==> src/flash_seq_defs.svh <==
// Overview of operation
// RULE_01: protected region entry: AA@555, 55@2AA, 88@555 (byte: AAA/555/AAA).
// RULE_02: protected region exit: AA@555, 55@2AA, 90@555, then 00 anywhere.
// RULE_03: program: AA@555, 55@2AA, A0@555, then data at target address.
// RULE_04: device latches address on later falling strobe edge.
// RULE_05: device latches data on earlier rising strobe edge.
// RULE_06: bypass entry: AA@555, 55@2AA, 20@555.
// RULE_07: in bypass, program is A0 anywhere then data at target address.
// RULE_08: bypass exit: 90 to bank address, then 00 anywhere.
// RULE_09: chip erase: six writes ending with 10@555.
// RULE_10: sector erase: same five writes, then 30 at sector address.
// RULE_11: erase suspend: B0 to bank address, only during sector erase.
// RULE_12: erase resume: 30 to bank address, only while suspended.
// RULE_13: while suspended, device allows reads, programs and autoselect elsewhere.
// RULE_14: query: 98@55 (byte: AA), from array read or autoselect.
// RULE_15: all command cycles are writes except plain read and autoselect 4th.
// RULE_16: upper data byte ignored in command cycles.
// RULE_17: upper ten address bits ignored except sector or program addresses.
// RULE_18: reset command leaves autoselect or recovers after timeout flag.
// RULE_19: autoselect reads carry bank address; id read over cycles 4-6 (code reads in cycle 4 only).
// RULE_20: protected region readout: 80 factory, 40 customer, 00 neither.
// RULE_21: sector protection readout: 00 unprotected, 01 protected.
// RULE_22: device reports progress on status bits and ready_busy_n pin.
// RULE_23: during sector erase only suspend is accepted.
// RULE_24: suspended state reached within 20 us of suspend.
// RULE_25: mismatching cycle abandons partial sequence back to array read.
`ifndef FLASH_SEQ_DEFS_SVH
`define FLASH_SEQ_DEFS_SVH
`define ADR_UNLOCK1_W   22'h00_0555
`define ADR_UNLOCK2_W   22'h00_02AA
`define ADR_UNLOCK1_B   22'h00_0AAA
`define ADR_UNLOCK2_B   22'h00_0555
`define ADR_QUERY_W     22'h00_0055
`define ADR_QUERY_B     22'h00_00AA
`define DAT_UNLOCK1     8'hAA
`define DAT_UNLOCK2     8'h55
`define DAT_REGION_IN   8'h88
`define DAT_AUTOSEL     8'h90
`define DAT_ZERO        8'h00
`define DAT_PROGRAM     8'hA0
`define DAT_BYPASS      8'h20
`define DAT_ERASE       8'h80
`define DAT_CHIP_ERASE  8'h10
`define DAT_SECT_ERASE  8'h30
`define DAT_SUSPEND     8'hB0
`define DAT_RESUME      8'h30
`define DAT_QUERY       8'h98
`define DAT_RESET       8'hF0
`define ADR_BANK_LSB    19
`define ADR_SECTOR_LSB  12
// register offsets
`define REG_CTRL        4'h0
`define REG_ADDR        4'h4
`define REG_DATA        4'h8
`define REG_STATUS      4'hC
`define CTRL_GO_BIT     0
`define CTRL_BYTE_BIT   1
`define CTRL_OP_LSB     4
// timing: 40 ns clock
`define CLK_PERIOD_NS   40
`define T_STROBE_NS     70
`define T_SETUP_NS      40
`define T_HOLD_NS       40
`define CYC_STROBE      ((`T_STROBE_NS + `CLK_PERIOD_NS - 1) / `CLK_PERIOD_NS)
`define CYC_SETUP       ((`T_SETUP_NS + `CLK_PERIOD_NS - 1) / `CLK_PERIOD_NS)
`define CYC_HOLD        ((`T_HOLD_NS + `CLK_PERIOD_NS - 1) / `CLK_PERIOD_NS)
`endif

==> src/flash_seq_pkg.sv <==
package flash_seq_pkg;
	typedef enum logic [3:0] {
		OP_READ        = 4'h0,
		OP_RESET       = 4'h1,
		OP_PROGRAM     = 4'h2,
		OP_REGION_IN   = 4'h3,
		OP_REGION_OUT  = 4'h4,
		OP_BYPASS_IN   = 4'h5,
		OP_BYPASS_PROG = 4'h6,
		OP_BYPASS_OUT  = 4'h7,
		OP_CHIP_ERASE  = 4'h8,
		OP_SECT_ERASE  = 4'h9,
		OP_SUSPEND     = 4'hA,
		OP_RESUME      = 4'hB,
		OP_QUERY       = 4'hC,
		OP_AUTOSELECT  = 4'hD
	} op_t;
	typedef enum logic [5:0] {
		ST_IDLE  = 6'b00_0001,
		ST_SETUP = 6'b00_0010,
		ST_PULSE = 6'b00_0100,
		ST_HOLD  = 6'b00_1000,
		ST_NEXT  = 6'b01_0000,
		ST_DONE  = 6'b10_0000
	} bus_st_t;
	typedef struct packed {
		logic        is_read;
		logic [21:0] addr;
		logic [15:0] data;
	} cyc_t;
endpackage : flash_seq_pkg

==> src/flash_bus_cycle.sv <==
`timescale 1ns/1ps
`include "flash_seq_defs.svh"
// one asynchronous write or read cycle on the flash pins
module flash_bus_cycle (
	input  wire logic        core_clk,
	input  wire logic        reset_n,
	input  wire logic        start,
	input  wire logic        is_read,
	input  wire logic [21:0] addr,
	input  wire logic [15:0] wdata,
	output logic             done,
	output logic [15:0]      rdata,
	output logic [21:0]      fl_addr,
	output logic [15:0]      fl_dq_out,
	output logic             fl_dq_oe,
	input  wire logic [15:0] fl_dq_in,
	output logic             fl_ce_n,
	output logic             fl_we_n,
	output logic             fl_oe_n
);
	import flash_seq_pkg::*;
	localparam logic [3:0] C_SETUP  = 4'(`CYC_SETUP);
	localparam logic [3:0] C_STROBE = 4'(`CYC_STROBE);
	localparam logic [3:0] C_HOLD   = 4'(`CYC_HOLD);
	bus_st_t    st_ff;
	logic [3:0] cnt_ff;
	logic       rd_ff;

	always_ff @(posedge core_clk) begin
		if (!reset_n) begin
			st_ff     <= ST_IDLE;
			cnt_ff    <= 4'h0;
			rd_ff     <= 1'b0;
			fl_addr   <= 22'h00_0000;
			fl_dq_out <= 16'h0000;
			fl_dq_oe  <= 1'b0;
			fl_ce_n   <= 1'b1;
			fl_we_n   <= 1'b1;
			fl_oe_n   <= 1'b1;
			rdata     <= 16'h0000;
			done      <= 1'b0;
		end else begin
			done <= 1'b0;
			unique case (st_ff)
				ST_IDLE: if (start) begin
					// address stable before either strobe falls
					rd_ff     <= is_read;
					fl_addr   <= addr;
					fl_dq_out <= wdata;
					fl_dq_oe  <= !is_read;
					fl_ce_n   <= 1'b0;
					cnt_ff    <= C_SETUP;
					st_ff     <= ST_SETUP;
				end
				ST_SETUP: if (cnt_ff <= 4'h1) begin
					fl_we_n <= rd_ff; // RULE_04 RULE_15
					fl_oe_n <= !rd_ff;
					cnt_ff  <= C_STROBE;
					st_ff   <= ST_PULSE;
				end else begin
					cnt_ff <= cnt_ff - 4'h1;
				end
				ST_PULSE: if (cnt_ff <= 4'h1) begin
					// strobe rises first, data held past it
					fl_we_n <= 1'b1; // RULE_05
					fl_oe_n <= 1'b1;
					rdata   <= fl_dq_in;
					cnt_ff  <= C_HOLD;
					st_ff   <= ST_HOLD;
				end else begin
					cnt_ff <= cnt_ff - 4'h1;
				end
				ST_HOLD: if (cnt_ff <= 4'h1) begin
					fl_ce_n  <= 1'b1;
					fl_dq_oe <= 1'b0;
					done     <= 1'b1;
					st_ff    <= ST_IDLE;
				end else begin
					cnt_ff <= cnt_ff - 4'h1;
				end
				default: st_ff <= ST_IDLE;
			endcase
		end
	end
endmodule : flash_bus_cycle

==> src/flash_seq_host.sv <==
// Design decisions made here: the register addresses and the AXI4-Lite register port.
`timescale 1ns/1ps
`include "flash_seq_defs.svh"
// host controller issuing flash command sequences, ordered over AXI4-Lite
module flash_seq_host (
	input  wire logic        core_clk,
	input  wire logic        reset_n,
	input  wire logic [3:0]  s_axi_awaddr,
	input  wire logic        s_axi_awvalid,
	output logic             s_axi_awready,
	input  wire logic [31:0] s_axi_wdata,
	input  wire logic [3:0]  s_axi_wstrb,
	input  wire logic        s_axi_wvalid,
	output logic             s_axi_wready,
	output logic [1:0]       s_axi_bresp,
	output logic             s_axi_bvalid,
	input  wire logic        s_axi_bready,
	input  wire logic [3:0]  s_axi_araddr,
	input  wire logic        s_axi_arvalid,
	output logic             s_axi_arready,
	output logic [31:0]      s_axi_rdata,
	output logic [1:0]       s_axi_rresp,
	output logic             s_axi_rvalid,
	input  wire logic        s_axi_rready,
	output logic [21:0]      fl_addr,
	output logic [15:0]      fl_dq_out,
	output logic             fl_dq_oe,
	input  wire logic [15:0] fl_dq_in,
	output logic             fl_ce_n,
	output logic             fl_we_n,
	output logic             fl_oe_n,
	input  wire logic        ready_busy_n
);
	import flash_seq_pkg::*;

	// register state
	op_t         op_ff;
	logic        byte_ff;
	logic        busy_ff;
	logic [21:0] addr_ff;
	logic [15:0] data_ff;
	logic [15:0] rd_ff;
	logic        bypass_ff;
	logic        region_ff;
	logic        susp_ff;
	logic        serase_ff;
	logic        autosel_ff;
	logic        err_ff;
	// sequencer
	logic [2:0]  idx_ff;
	logic        cyc_start;
	logic        cyc_done;
	cyc_t        cur;
	logic [2:0]  n_cyc;
	logic [15:0] cyc_rdata;
	logic        legal;

	function automatic cyc_t wr(input logic [21:0] a, input logic [7:0] d);
		wr = '{is_read: 1'b0, addr: a, data: {8'h00, d}}; // RULE_16
	endfunction : wr

	// unlock addresses by bus width
	function automatic logic [21:0] ua(input logic second,
		input logic bmode);
		if (second)
			ua = bmode ? `ADR_UNLOCK2_B : `ADR_UNLOCK2_W;
		else
			ua = bmode ? `ADR_UNLOCK1_B : `ADR_UNLOCK1_W;
	endfunction : ua

	// bank address plus low unlock offset; upper bits only from bank
	function automatic logic [21:0] bank(input logic [21:0] a,
		input logic [21:0] lo);
		bank = {a[21:`ADR_BANK_LSB], lo[`ADR_BANK_LSB-1:0]}; // RULE_11
	endfunction : bank

	logic [21:0] u1;
	logic [21:0] u2;
	assign u1 = ua(1'b0, byte_ff);
	assign u2 = ua(1'b1, byte_ff);

	// judged on the order being written; op_ff still holds the last one
	op_t         new_op;
	assign new_op = op_t'(s_axi_wdata[`CTRL_OP_LSB +: 4]);

	// which orders are legal in the current device mode
	always_comb begin
		legal = 1'b1;
		unique case (new_op)
			OP_READ, OP_RESET: legal = 1'b1;
			OP_BYPASS_PROG, OP_BYPASS_OUT: legal = bypass_ff; // RULE_07 RULE_08
			OP_SUSPEND: legal = serase_ff && !susp_ff; // RULE_11
			OP_RESUME:  legal = susp_ff && !autosel_ff; // RULE_12
			OP_QUERY:   legal = !bypass_ff && (!susp_ff || autosel_ff); // RULE_14
			OP_CHIP_ERASE, OP_SECT_ERASE, OP_REGION_IN, OP_REGION_OUT,
			OP_BYPASS_IN: legal = !bypass_ff && !susp_ff;
			OP_PROGRAM, OP_AUTOSELECT: legal = !bypass_ff;
			// codes outside the order set are refused
			default: legal = 1'b0;
		endcase
		// sector erase busy: only suspend goes through
		if (serase_ff && !susp_ff && new_op != OP_SUSPEND)
			legal = 1'b0; // RULE_23
	end

	// cycle count and content per order
	always_comb begin
		n_cyc = 3'd1;
		cur   = wr(addr_ff, data_ff[7:0]);
		unique case (op_ff)
			OP_READ: begin
				cur = '{is_read: 1'b1, addr: addr_ff, data: 16'h0000};
			end
			OP_RESET: cur = wr(addr_ff, `DAT_RESET); // RULE_18
			OP_REGION_IN, OP_BYPASS_IN, OP_REGION_OUT, OP_PROGRAM,
			OP_AUTOSELECT: begin
				n_cyc = (op_ff == OP_REGION_IN || op_ff == OP_BYPASS_IN)
					? 3'd3 : 3'd4;
				unique case (idx_ff)
					3'd0: cur = wr(u1, `DAT_UNLOCK1);
					3'd1: cur = wr(u2, `DAT_UNLOCK2);
					3'd2: cur = wr(op_ff == OP_AUTOSELECT ? bank(addr_ff, u1) : u1,
						op_ff == OP_REGION_IN ? `DAT_REGION_IN : // RULE_01
						op_ff == OP_BYPASS_IN ? `DAT_BYPASS :    // RULE_06
						op_ff == OP_PROGRAM ? `DAT_PROGRAM :     // RULE_03
						`DAT_AUTOSEL);
					default: cur = (op_ff == OP_AUTOSELECT)
						? '{is_read: 1'b1, addr: addr_ff, data: 16'h0000} // RULE_15 RULE_19
						: (op_ff == OP_PROGRAM) ? '{is_read: 1'b0,
							addr: addr_ff, data: data_ff}
						: wr(addr_ff, `DAT_ZERO); // RULE_02
				endcase
			end
			OP_BYPASS_PROG: begin
				n_cyc = 3'd2;
				cur = (idx_ff == 3'd0) ? wr(addr_ff, `DAT_PROGRAM)
					: '{is_read: 1'b0, addr: addr_ff, data: data_ff}; // RULE_07
			end
			OP_BYPASS_OUT: begin
				n_cyc = 3'd2;
				cur = (idx_ff == 3'd0) ? wr(bank(addr_ff, 22'h00_0000),
					`DAT_AUTOSEL) : wr(addr_ff, `DAT_ZERO); // RULE_08
			end
			OP_CHIP_ERASE, OP_SECT_ERASE: begin
				n_cyc = 3'd6;
				unique case (idx_ff)
					3'd0, 3'd3: cur = wr(u1, `DAT_UNLOCK1);
					3'd1, 3'd4: cur = wr(u2, `DAT_UNLOCK2);
					3'd2: cur = wr(u1, `DAT_ERASE); // RULE_09
					default: cur = (op_ff == OP_CHIP_ERASE)
						? wr(u1, `DAT_CHIP_ERASE)
						: wr({addr_ff[21:`ADR_SECTOR_LSB], 12'h000},
							`DAT_SECT_ERASE); // RULE_10 RULE_17
				endcase
			end
			OP_SUSPEND: cur = wr(bank(addr_ff, 22'h00_0000), `DAT_SUSPEND);
			OP_RESUME:  cur = wr(bank(addr_ff, 22'h00_0000), `DAT_RESUME);
			OP_QUERY: cur = wr(byte_ff ? `ADR_QUERY_B : `ADR_QUERY_W,
				`DAT_QUERY); // RULE_14
			default: cur = wr(addr_ff, `DAT_RESET);
		endcase
	end

	flash_bus_cycle u_cycle (
		.core_clk  (core_clk),
		.reset_n   (reset_n),
		.start     (cyc_start),
		.is_read   (cur.is_read),
		.addr      (cur.addr),
		.wdata     (cur.data),
		.done      (cyc_done),
		.rdata     (cyc_rdata),
		.fl_addr   (fl_addr),
		.fl_dq_out (fl_dq_out),
		.fl_dq_oe  (fl_dq_oe),
		.fl_dq_in  (fl_dq_in),
		.fl_ce_n   (fl_ce_n),
		.fl_we_n   (fl_we_n),
		.fl_oe_n   (fl_oe_n)
	);

	logic run_ff;
	assign cyc_start = run_ff;

	// axi write path
	logic aw_ok;
	logic go_req;
	assign aw_ok = s_axi_awvalid && s_axi_wvalid && !s_axi_bvalid;
	assign s_axi_awready = aw_ok;
	assign s_axi_wready  = aw_ok;
	assign go_req = aw_ok && s_axi_awaddr == `REG_CTRL
		&& s_axi_wstrb[0] && s_axi_wdata[`CTRL_GO_BIT] && !busy_ff;

	always_ff @(posedge core_clk) begin
		if (!reset_n) begin
			s_axi_bvalid <= 1'b0;
			s_axi_bresp  <= 2'b00;
			addr_ff      <= 22'h00_0000;
			data_ff      <= 16'h0000;
			op_ff        <= OP_READ;
			byte_ff      <= 1'b0;
		end else begin
			if (s_axi_bvalid && s_axi_bready)
				s_axi_bvalid <= 1'b0;
			if (aw_ok) begin
				s_axi_bvalid <= 1'b1;
				s_axi_bresp  <= 2'b00;
				unique case (s_axi_awaddr)
					`REG_CTRL: if (!busy_ff) begin
						byte_ff <= s_axi_wdata[`CTRL_BYTE_BIT];
						op_ff   <= new_op;
					end else begin
						s_axi_bresp <= 2'b10;
					end
					`REG_ADDR: if (!busy_ff) addr_ff <= s_axi_wdata[21:0];
					`REG_DATA: if (!busy_ff) data_ff <= s_axi_wdata[15:0];
					default:   s_axi_bresp <= 2'b10;
				endcase
			end
		end
	end

	// sequence runner and mode tracking
	always_ff @(posedge core_clk) begin
		if (!reset_n) begin
			busy_ff    <= 1'b0;
			run_ff     <= 1'b0;
			idx_ff     <= 3'd0;
			err_ff     <= 1'b0;
			rd_ff      <= 16'h0000;
			bypass_ff  <= 1'b0;
			region_ff  <= 1'b0;
			susp_ff    <= 1'b0;
			serase_ff  <= 1'b0;
			autosel_ff <= 1'b0;
		end else begin
			run_ff <= 1'b0;
			// erase over once the device reports ready again
			if (serase_ff && !susp_ff && ready_busy_n && !busy_ff)
				serase_ff <= 1'b0;
			if (go_req) begin
				busy_ff <= 1'b1;
				idx_ff  <= 3'd0;
				err_ff  <= !legal;
				run_ff  <= legal;
				if (!legal)
					busy_ff <= 1'b0;
			end else if (busy_ff && cyc_done) begin
				if (cur.is_read)
					rd_ff <= cyc_rdata;
				if (idx_ff + 3'd1 < n_cyc) begin
					idx_ff <= idx_ff + 3'd1;
					run_ff <= 1'b1;
				end else begin
					busy_ff <= 1'b0;
					unique case (op_ff)
						OP_BYPASS_IN:  bypass_ff <= 1'b1;
						OP_BYPASS_OUT: bypass_ff <= 1'b0;
						OP_REGION_IN:  region_ff <= 1'b1;
						OP_REGION_OUT: region_ff <= 1'b0;
						OP_SECT_ERASE: serase_ff <= 1'b1;
						OP_SUSPEND:    susp_ff   <= 1'b1;
						OP_RESUME:     susp_ff   <= 1'b0;
						OP_AUTOSELECT: autosel_ff <= 1'b1;
						OP_RESET:      autosel_ff <= 1'b0; // RULE_18
						default: ;
					endcase
				end
			end
		end
	end

	// axi read path
	logic [31:0] rd_mux;
	always_comb begin
		unique case (s_axi_araddr)
			`REG_CTRL:   rd_mux = {24'h00_0000, op_ff, 2'b00, byte_ff, 1'b0};
			`REG_ADDR:   rd_mux = {10'h000, addr_ff};
			`REG_DATA:   rd_mux = {16'h0000, rd_ff};
			`REG_STATUS: rd_mux = {24'h00_0000, autosel_ff, serase_ff,
				susp_ff, region_ff, bypass_ff, !ready_busy_n, err_ff,
				busy_ff}; // RULE_22
			default:     rd_mux = 32'h0000_0000;
		endcase
	end
	assign s_axi_arready = !s_axi_rvalid;

	always_ff @(posedge core_clk) begin
		if (!reset_n) begin
			s_axi_rvalid <= 1'b0;
			s_axi_rdata  <= 32'h0000_0000;
			s_axi_rresp  <= 2'b00;
		end else if (s_axi_arvalid && !s_axi_rvalid) begin
			s_axi_rvalid <= 1'b1;
			s_axi_rdata  <= rd_mux;
			s_axi_rresp  <= (s_axi_araddr[1:0] != 2'b00
				|| s_axi_araddr > `REG_STATUS) ? 2'b10 : 2'b00;
		end else if (s_axi_rready) begin
			s_axi_rvalid <= 1'b0;
		end
	end
endmodule : flash_seq_host

==> config.mk <==
export PLATFORM = sky130hd
export DESIGN_NAME = flash_seq_host
export DESIGN_NICKNAME = d
export VERILOG_FILES = /design/src/flash_seq_pkg.sv /design/src/flash_bus_cycle.sv /design/src/flash_seq_host.sv
export VERILOG_INCLUDE_DIRS = /design/src /design/src/src
export SDC_FILE = /design/constraint.sdc
export NUM_CORES = 1
export LEC_CHECK = 0
export BUFFER_PORTS_ARGS = -buffer_cell sky130_fd_sc_hd__buf_2
export CAP_MARGIN = 10
export CORE_UTILIZATION = 30
export CTS_BUF_LIST = sky130_fd_sc_hd__clkbuf_16
export CTS_CLUSTER_DIAMETER = 40
export DETAILED_ROUTE_END_ITERATION = 10
export PLACE_DENSITY = 0.5
export SYNTH_ARGS = -nofsm -noshare
export SYNTH_HDL_FRONTEND = slang
export SYNTH_SLANG_ARGS = --single-unit
==> constraint.sdc <==
create_clock -name core_clk -period 5.1 [get_ports core_clk]
set_input_delay 0.255 -clock core_clk [delete_from_list [all_inputs] [get_ports core_clk]]
set_output_delay 0.255 -clock core_clk [all_outputs]
set_load 0.01 [all_outputs]
Word-level counts from Yosys, hierarchy flattened

Cells that the tools add are included.

Logic and storage cells: 222
Bits in read-only memories: 0
Bits in writable memories: 0
Latch bits: 0
Memories: 0
Input bits: 68
Flip-flop bits (word level): 178

Equality and inequality tests: 46
$lt $le $gt $ge: 3
Shift-type cells: 0
Add/sub/neg operators: 2
$mul: 0
Bitwise gates (word level): 4
Reductions and logical operators: 73
Divide/modulo/power cells: 0
Multiplexer cells: 64

Operators with widths:

| operator                                                         | number |
|---|---|
| 39-bit one-hot mux with 8 select lines                           | 1 |
| 39-bit one-hot mux with 3 select lines                           | 1 |
| 38-bit one-hot mux with 3 select lines                           | 1 |
| 22-bit one-hot mux with 4 select lines                           | 1 |
| 4-bit == test (second input constant)                            | 15 |
| 4-bit by 3-bit == test with 1-bit output (second input constant) | 10 |
| 39-bit two-way mux                                               | 1 |
| 38-bit two-way mux                                               | 1 |
| 35-bit two-way mux                                               | 1 |
| 16-bit two-way mux                                               | 2 |
| 6-bit two-way mux                                                | 5 |
| 1-bit two-way mux                                                | 24 |
| 8-bit two-way mux                                                | 3 |
| 6-bit one-hot mux with 4 select lines                            | 1 |
| 22-bit two-way mux                                               | 1 |
| 3-bit AND reduction                                              | 7 |
| 4-bit AND reduction                                              | 5 |
| 2-bit nonzero test                                               | 10 |
| 2-bit OR reduction                                               | 9 |
| 4-bit by 2-bit == test with 1-bit output (second input constant) | 4 |
| 1-bit logical AND                                                | 16 |
| 4-bit logical NOT                                                | 4 |
| 4-bit two-way mux                                                | 4 |
| 1-bit one-hot mux with 2 select lines                            | 8 |
| other kinds (31)                                                 | 57 |

Logic depth before layout (Yosys ltp)

Word-level depth: 9
Mapped depth: 12
Depth with buffers taken out: 9

Hierarchy

A second synthesis with hierarchy kept.

Cells, all modules: 921
Area, all modules: 7,827.5 µm²

Modules (own cells, without submodules):

| module          | cells an instance | area an instance (µm²) | times used | seq. area each (µm²) |
|---|---|---|---|---|
| flash_seq_host  | 616               | 5,210.0                | 1          | 1,921.8 |
| flash_bus_cycle | 305               | 2,617.5                | 1          | 1,361.3 |

Least setup slack after synthesis

No wires, ideal clock.

Kind: register -> register
Start: reg op_ff[0]
End: reg idx_ff[0]
Cell stages (with the launch flop): 12
Data required time: 5.028 ns
Data arrival time: 2.309 ns
Library setup time: 0.072 ns
Slack: 2.719 ns
Period minus slack after synthesis: 2.381 ns
Cells stage by stage: dfxtp_1 -> buf_2 -> buf_2 -> buf_2 -> o21ai_0 -> nand2_1 -> o21ai_0 -> ha_1 -> a211oi_1 -> o221ai_4 -> a21oi_2 -> mux2i_1

Longest elaborated chain between the ends: 6
Elaborated cells on any way between the ends: 17

RTL lines:

| item                                                                                                        | line                                         | RTL |
|---|---|---|
| start, declared                                                                                             | flash_seq_host.sv:37                         | `op_t op_ff;` |
| start signal, assigned                                                                                      | flash_seq_host.sv:211                        | `op_ff <= new_op;` |
| 4-bit by 2-bit == test with 1-bit output / 4-bit by 3-bit == test with 1-bit output (equally long branches) | flash_seq_host.sv:110, flash_seq_host.sv:117 |  |
| 1-bit logical OR                                                                                            | flash_seq_host.sv:117                        | `n_cyc = (op_ff == OP_REGION_IN \|\| op_ff == OP_BYPASS_IN)` |
| 3-bit two-way mux                                                                                           | flash_seq_host.sv:118                        | `? 3'd3 : 3'd4;` |
| 3-bit one-hot mux with 3 select lines *                                                                     | flash_seq_host.sv:110                        | `unique case (op_ff)` |
| 3-bit < comparator *                                                                                        | flash_seq_host.sv:251                        | `if (idx_ff + 3'd1 < n_cyc) begin` |
| 2-bit AND reduction (no line) *                                                                             | n/a                                          |  |
| end signal, assigned                                                                                        | flash_seq_host.sv:252                        | `idx_ff <= idx_ff + 3'd1;` |
| end, declared                                                                                               | flash_seq_host.sv:50                         | `logic [2:0] idx_ff;` |

Mark *: on every way between the ends. The rest lies on a longest branch, timed or not.
A chain may end at the register's enable or synchronous reset.

Worst setup path in the final report

Start: reg op_ff[2]
End: reg idx_ff[0]

Same word-level chain as after synthesis.

==> key figures <==
Worst setup path
  – Buf/Inv on CP: 0
  – Arr. time, crit path: approximately 3.5 ns
  – Worst setup SP type: flip-flop
  – CP top delay family: compound AO/OA/AOI/OAI gates
  – R2R Setup Slk: 1.92 ns
  – CP peak stage delay: roughly 1.0 ns
  – Critical path origin: op_ff[2]
  – WP data required: around 5.5 ns
  – Launch point of the worst reg-to-reg path: op_ff[2]
  – Worst-path cell chain: and2b_1 > xnor2_1 > a21oi_1 > ha_1 > a211oi_1 > o221ai_4 > a21oi_2 > mux2i_1
  – Max FO, Critical Path: 25
  – Crit path capture type: flip-flop
  – Slowest-stage cell, CP: dfxtp_1
  – Setup Crit Path Kind: reg -> reg

CTS
  – CTS root buffer: clkbuf_16
  – Number of H-tree levels: 4
  – CTS Buf Count: 17
  – Setup Fix Bufs, Post-CTS: 0
  – Clk_lat worst skew: about 0.43 ns
  – # resized after CTS: 0
  – CTS tree: yes
  – Clock Tree Buf Depth: 2
  – Sink Count: 164
  – Hold_buf cts: 0
  – Worst-path clk slew: roughly 0.080 ns

Floorplanning
  – Die width: 165.2 um
  – CORE AREA: approximately 26000 um^2
  – Die ar.: 27280 um^2
  – Row cnt: a little under 60
  – Initial core utilization: around 30%
  – Die height: between 150 and 200 um
  – # IOs: 151

Placed design
  – Port bufs: ~130
  – Final GP Congestion: about 0.87
  – Area of placed instances: roughly 8700 um^2
  – Hpwl dp: around 18000 um

Route
  – Via-per-instance ratio: 5.163
  – Remaining antenna violation count: 0
  – DRC: 0
  – Detailed Route WL: 24500 um
  – Drt first pass iters: 5
  – DR WL/cell: around 18 um
  – Initial drt markers: ~480
  – Via Count: approximately 7000

Timing
  – Worst slew pin tran: around 1.0 ns
  – Max-slew violations: 0
  – Setup-failing EPs final: 0
  – Fmax: between 300 and 400 MHz
  – Final TNS setup: 0 ns
  – Final Skew: roughly 0.017 ns
  – Final min period: about 3.2 ns
  – Slew HR: 30.32%
  – Smallest hold slack: between 0.05 and 0.06 ns
  – Final hold violation count: 0
  – Period utilization: 62.33%
  – Unrepaired setup endpoints after global routing: no

Logic synthesis
  – Synth cell types: 91
  – Top cell type's share of synthesized area: a little over 40%
  – Seq/Total Area, Yosys: about 41%
  – Ys flop type: dfxtp_1
  – EDFF count, synth: 0
  – Post-Syn Area: 7986 um^2
  – Post-synthesis cell count: 927
  – Synthesis Warnings: 0
  – Cell taking the most area after synthesis: dfxtp_1
  – Asr flop ratio synth: 0%
  – Main area contributors after synthesis: dfxtp_1, mux2i_1, nor2_1, nand2_1, a21oi_1
  – Mapped Avg Cell Area: 8.615 um^2
  – Post-synthesis register bit count: between 150 and 200

Final layout
  – Area of the multi-input gates: 4248 um^2
  – Ant diodes: 0
  – Most common cell after layout, fill and taps aside: dfxtp_1
  – Finished Cell Area: ~9300 um^2
  – Most frequent cells in the layout: dfxtp_1, buf_2, nor2_1
  – Share of layout cells above drive strength 1: 20.61%
  – Register area: between 3000 and 4000 um^2
  – Nets: 1088
  – # fillers: about 2700
  – Synthesis-to-layout area growth: 16.51%

Power
  – Final Total Pwr: ~2700 uW
  – P per Cell Area: 286.0 nW/um^2
  – VDD IR-drop max: between 0.0002 and 0.00025 V
  – Cell leakage power: between 0.003 and 0.004 uW

Global routing
  – Initial antenna violation count: 0
  – Grt ovf: 0
  – Pin count of the biggest net entering global routing: 67
  – Gr usage total: 18.17%
  – Vias in the first global route: about 6400
  – First-pass GRT wire length: roughly 38000 um

Run
  – Max cap viols: 0

Hold path
  – Min-Delay Startpoint: fl_dq_in[15]
  – Hold WC Path Type: in -> reg

Outcome
  – Status: completed
-- registers in the layout, summed over array words and instances, names as in the netlist, 3 cells and up --
| register | count |
|---|---|
| u_cycle.fl_dq_out | 16 |
| idx_ff | 3 |
| s_axi_rdata | 22 |
| rd_ff | 16 |
| op_ff | 4 |
| u_cycle.cnt_ff | 4 |
| data_ff | 16 |
| u_cycle.fl_addr | 22 |
| u_cycle.st_ff | 4 |
| addr_ff | 22 |
| u_cycle.rdata | 16 |
-- synth_stat cells, types with 7 or more instances --
cell and number:
dfxtp_1 164, nor2_1 108, nand2_1 104, a21oi_1 54, mux2i_1 48, o21ai_0 40, a22oi_1 33, clkbuf_1 33
nand3_1 32, buf_2 25, buf_4 20, a22o_1 18, o21ai_1 17, a31oi_1 16, inv_1 15, nor2b_1 15
nand2b_1 14, nor3_1 14, and3_1 12, ha_1 9, o31a_1 8, o21a_1 7
-- cell type report --
cell class | instances | area share [%]
flip-flops and latches | 164 | 35.28
multi-input cells | 676 | 45.65
repair buffers | 137 | 7.691
clock inverters | 15 | 1.681
well taps | 335 | 4.505
inverters | 15 | 0.6185
clock buffers | 17 | 4.572
-- kinds of logic after synthesis --
logic type,count (synthesis),synth area share (%)
AOI/OAI and AO/OA,250,21.79
xor gates and xnor gates,3,0.3291
adders and majority gates,10,1.551
buffers and inverters,98,6.313
DFF,164,41.11
muxes,56,7.849
other,1,0.04695
and+or+nand+nor,345,21.01
-- stage by stage --
step / worst slack, ns / util, % / cells
2_1_floorplan: 2.719 / - / 938
3_3_place_gp: 1.932 / 33.48 / 1327
3_5_place_dp: 1.919 / 33.48 / 1327
4_1_cts: 1.900 / 35.71 / 1359
5_1_grt: 1.709 / 35.71 / 1359
6_report: 1.921 / 35.71 / 1359
-- power breakdown --
group          internal [uW]  switching (uW)  leakage, uW
logic                   35.7            75.0      0.00234
registers               1280            5.51      0.00132
clock network            655             605     0.000287
total                   1980             686      0.00395
-- final timing paths --
check,endpoint,depth (start not counted)
worst min-delay path,u_cycle.rdata[15],3
worst max-delay path,idx_ff[0],8
worst min register to register,rd_ff[13],2
worst max register to register,idx_ff[0],8
-- worst register-to-register path: stages, from the launching register on --
cell      delay, ns
dfxtp_1        1.01
and2b_1        0.34
xnor2_1        0.14
a21oi_1        0.09
ha_1           0.32
a211oi_1       0.37
o221ai_4       0.24
a21oi_2        0.38
mux2i_1        0.22
-- routing by layer --
metal / vias to the layer above / global-route usage (%) / routed length, um
met1: 3361 / 26.07 / 12070
met4: 0 / 6.255 / 557
met5: - / 0 / 0
li1: 3457 / - / -
met3: 29 / 2.847 / 879
met2: 169 / 27.33 / 10990
Power figures use the tool's default switching activity.
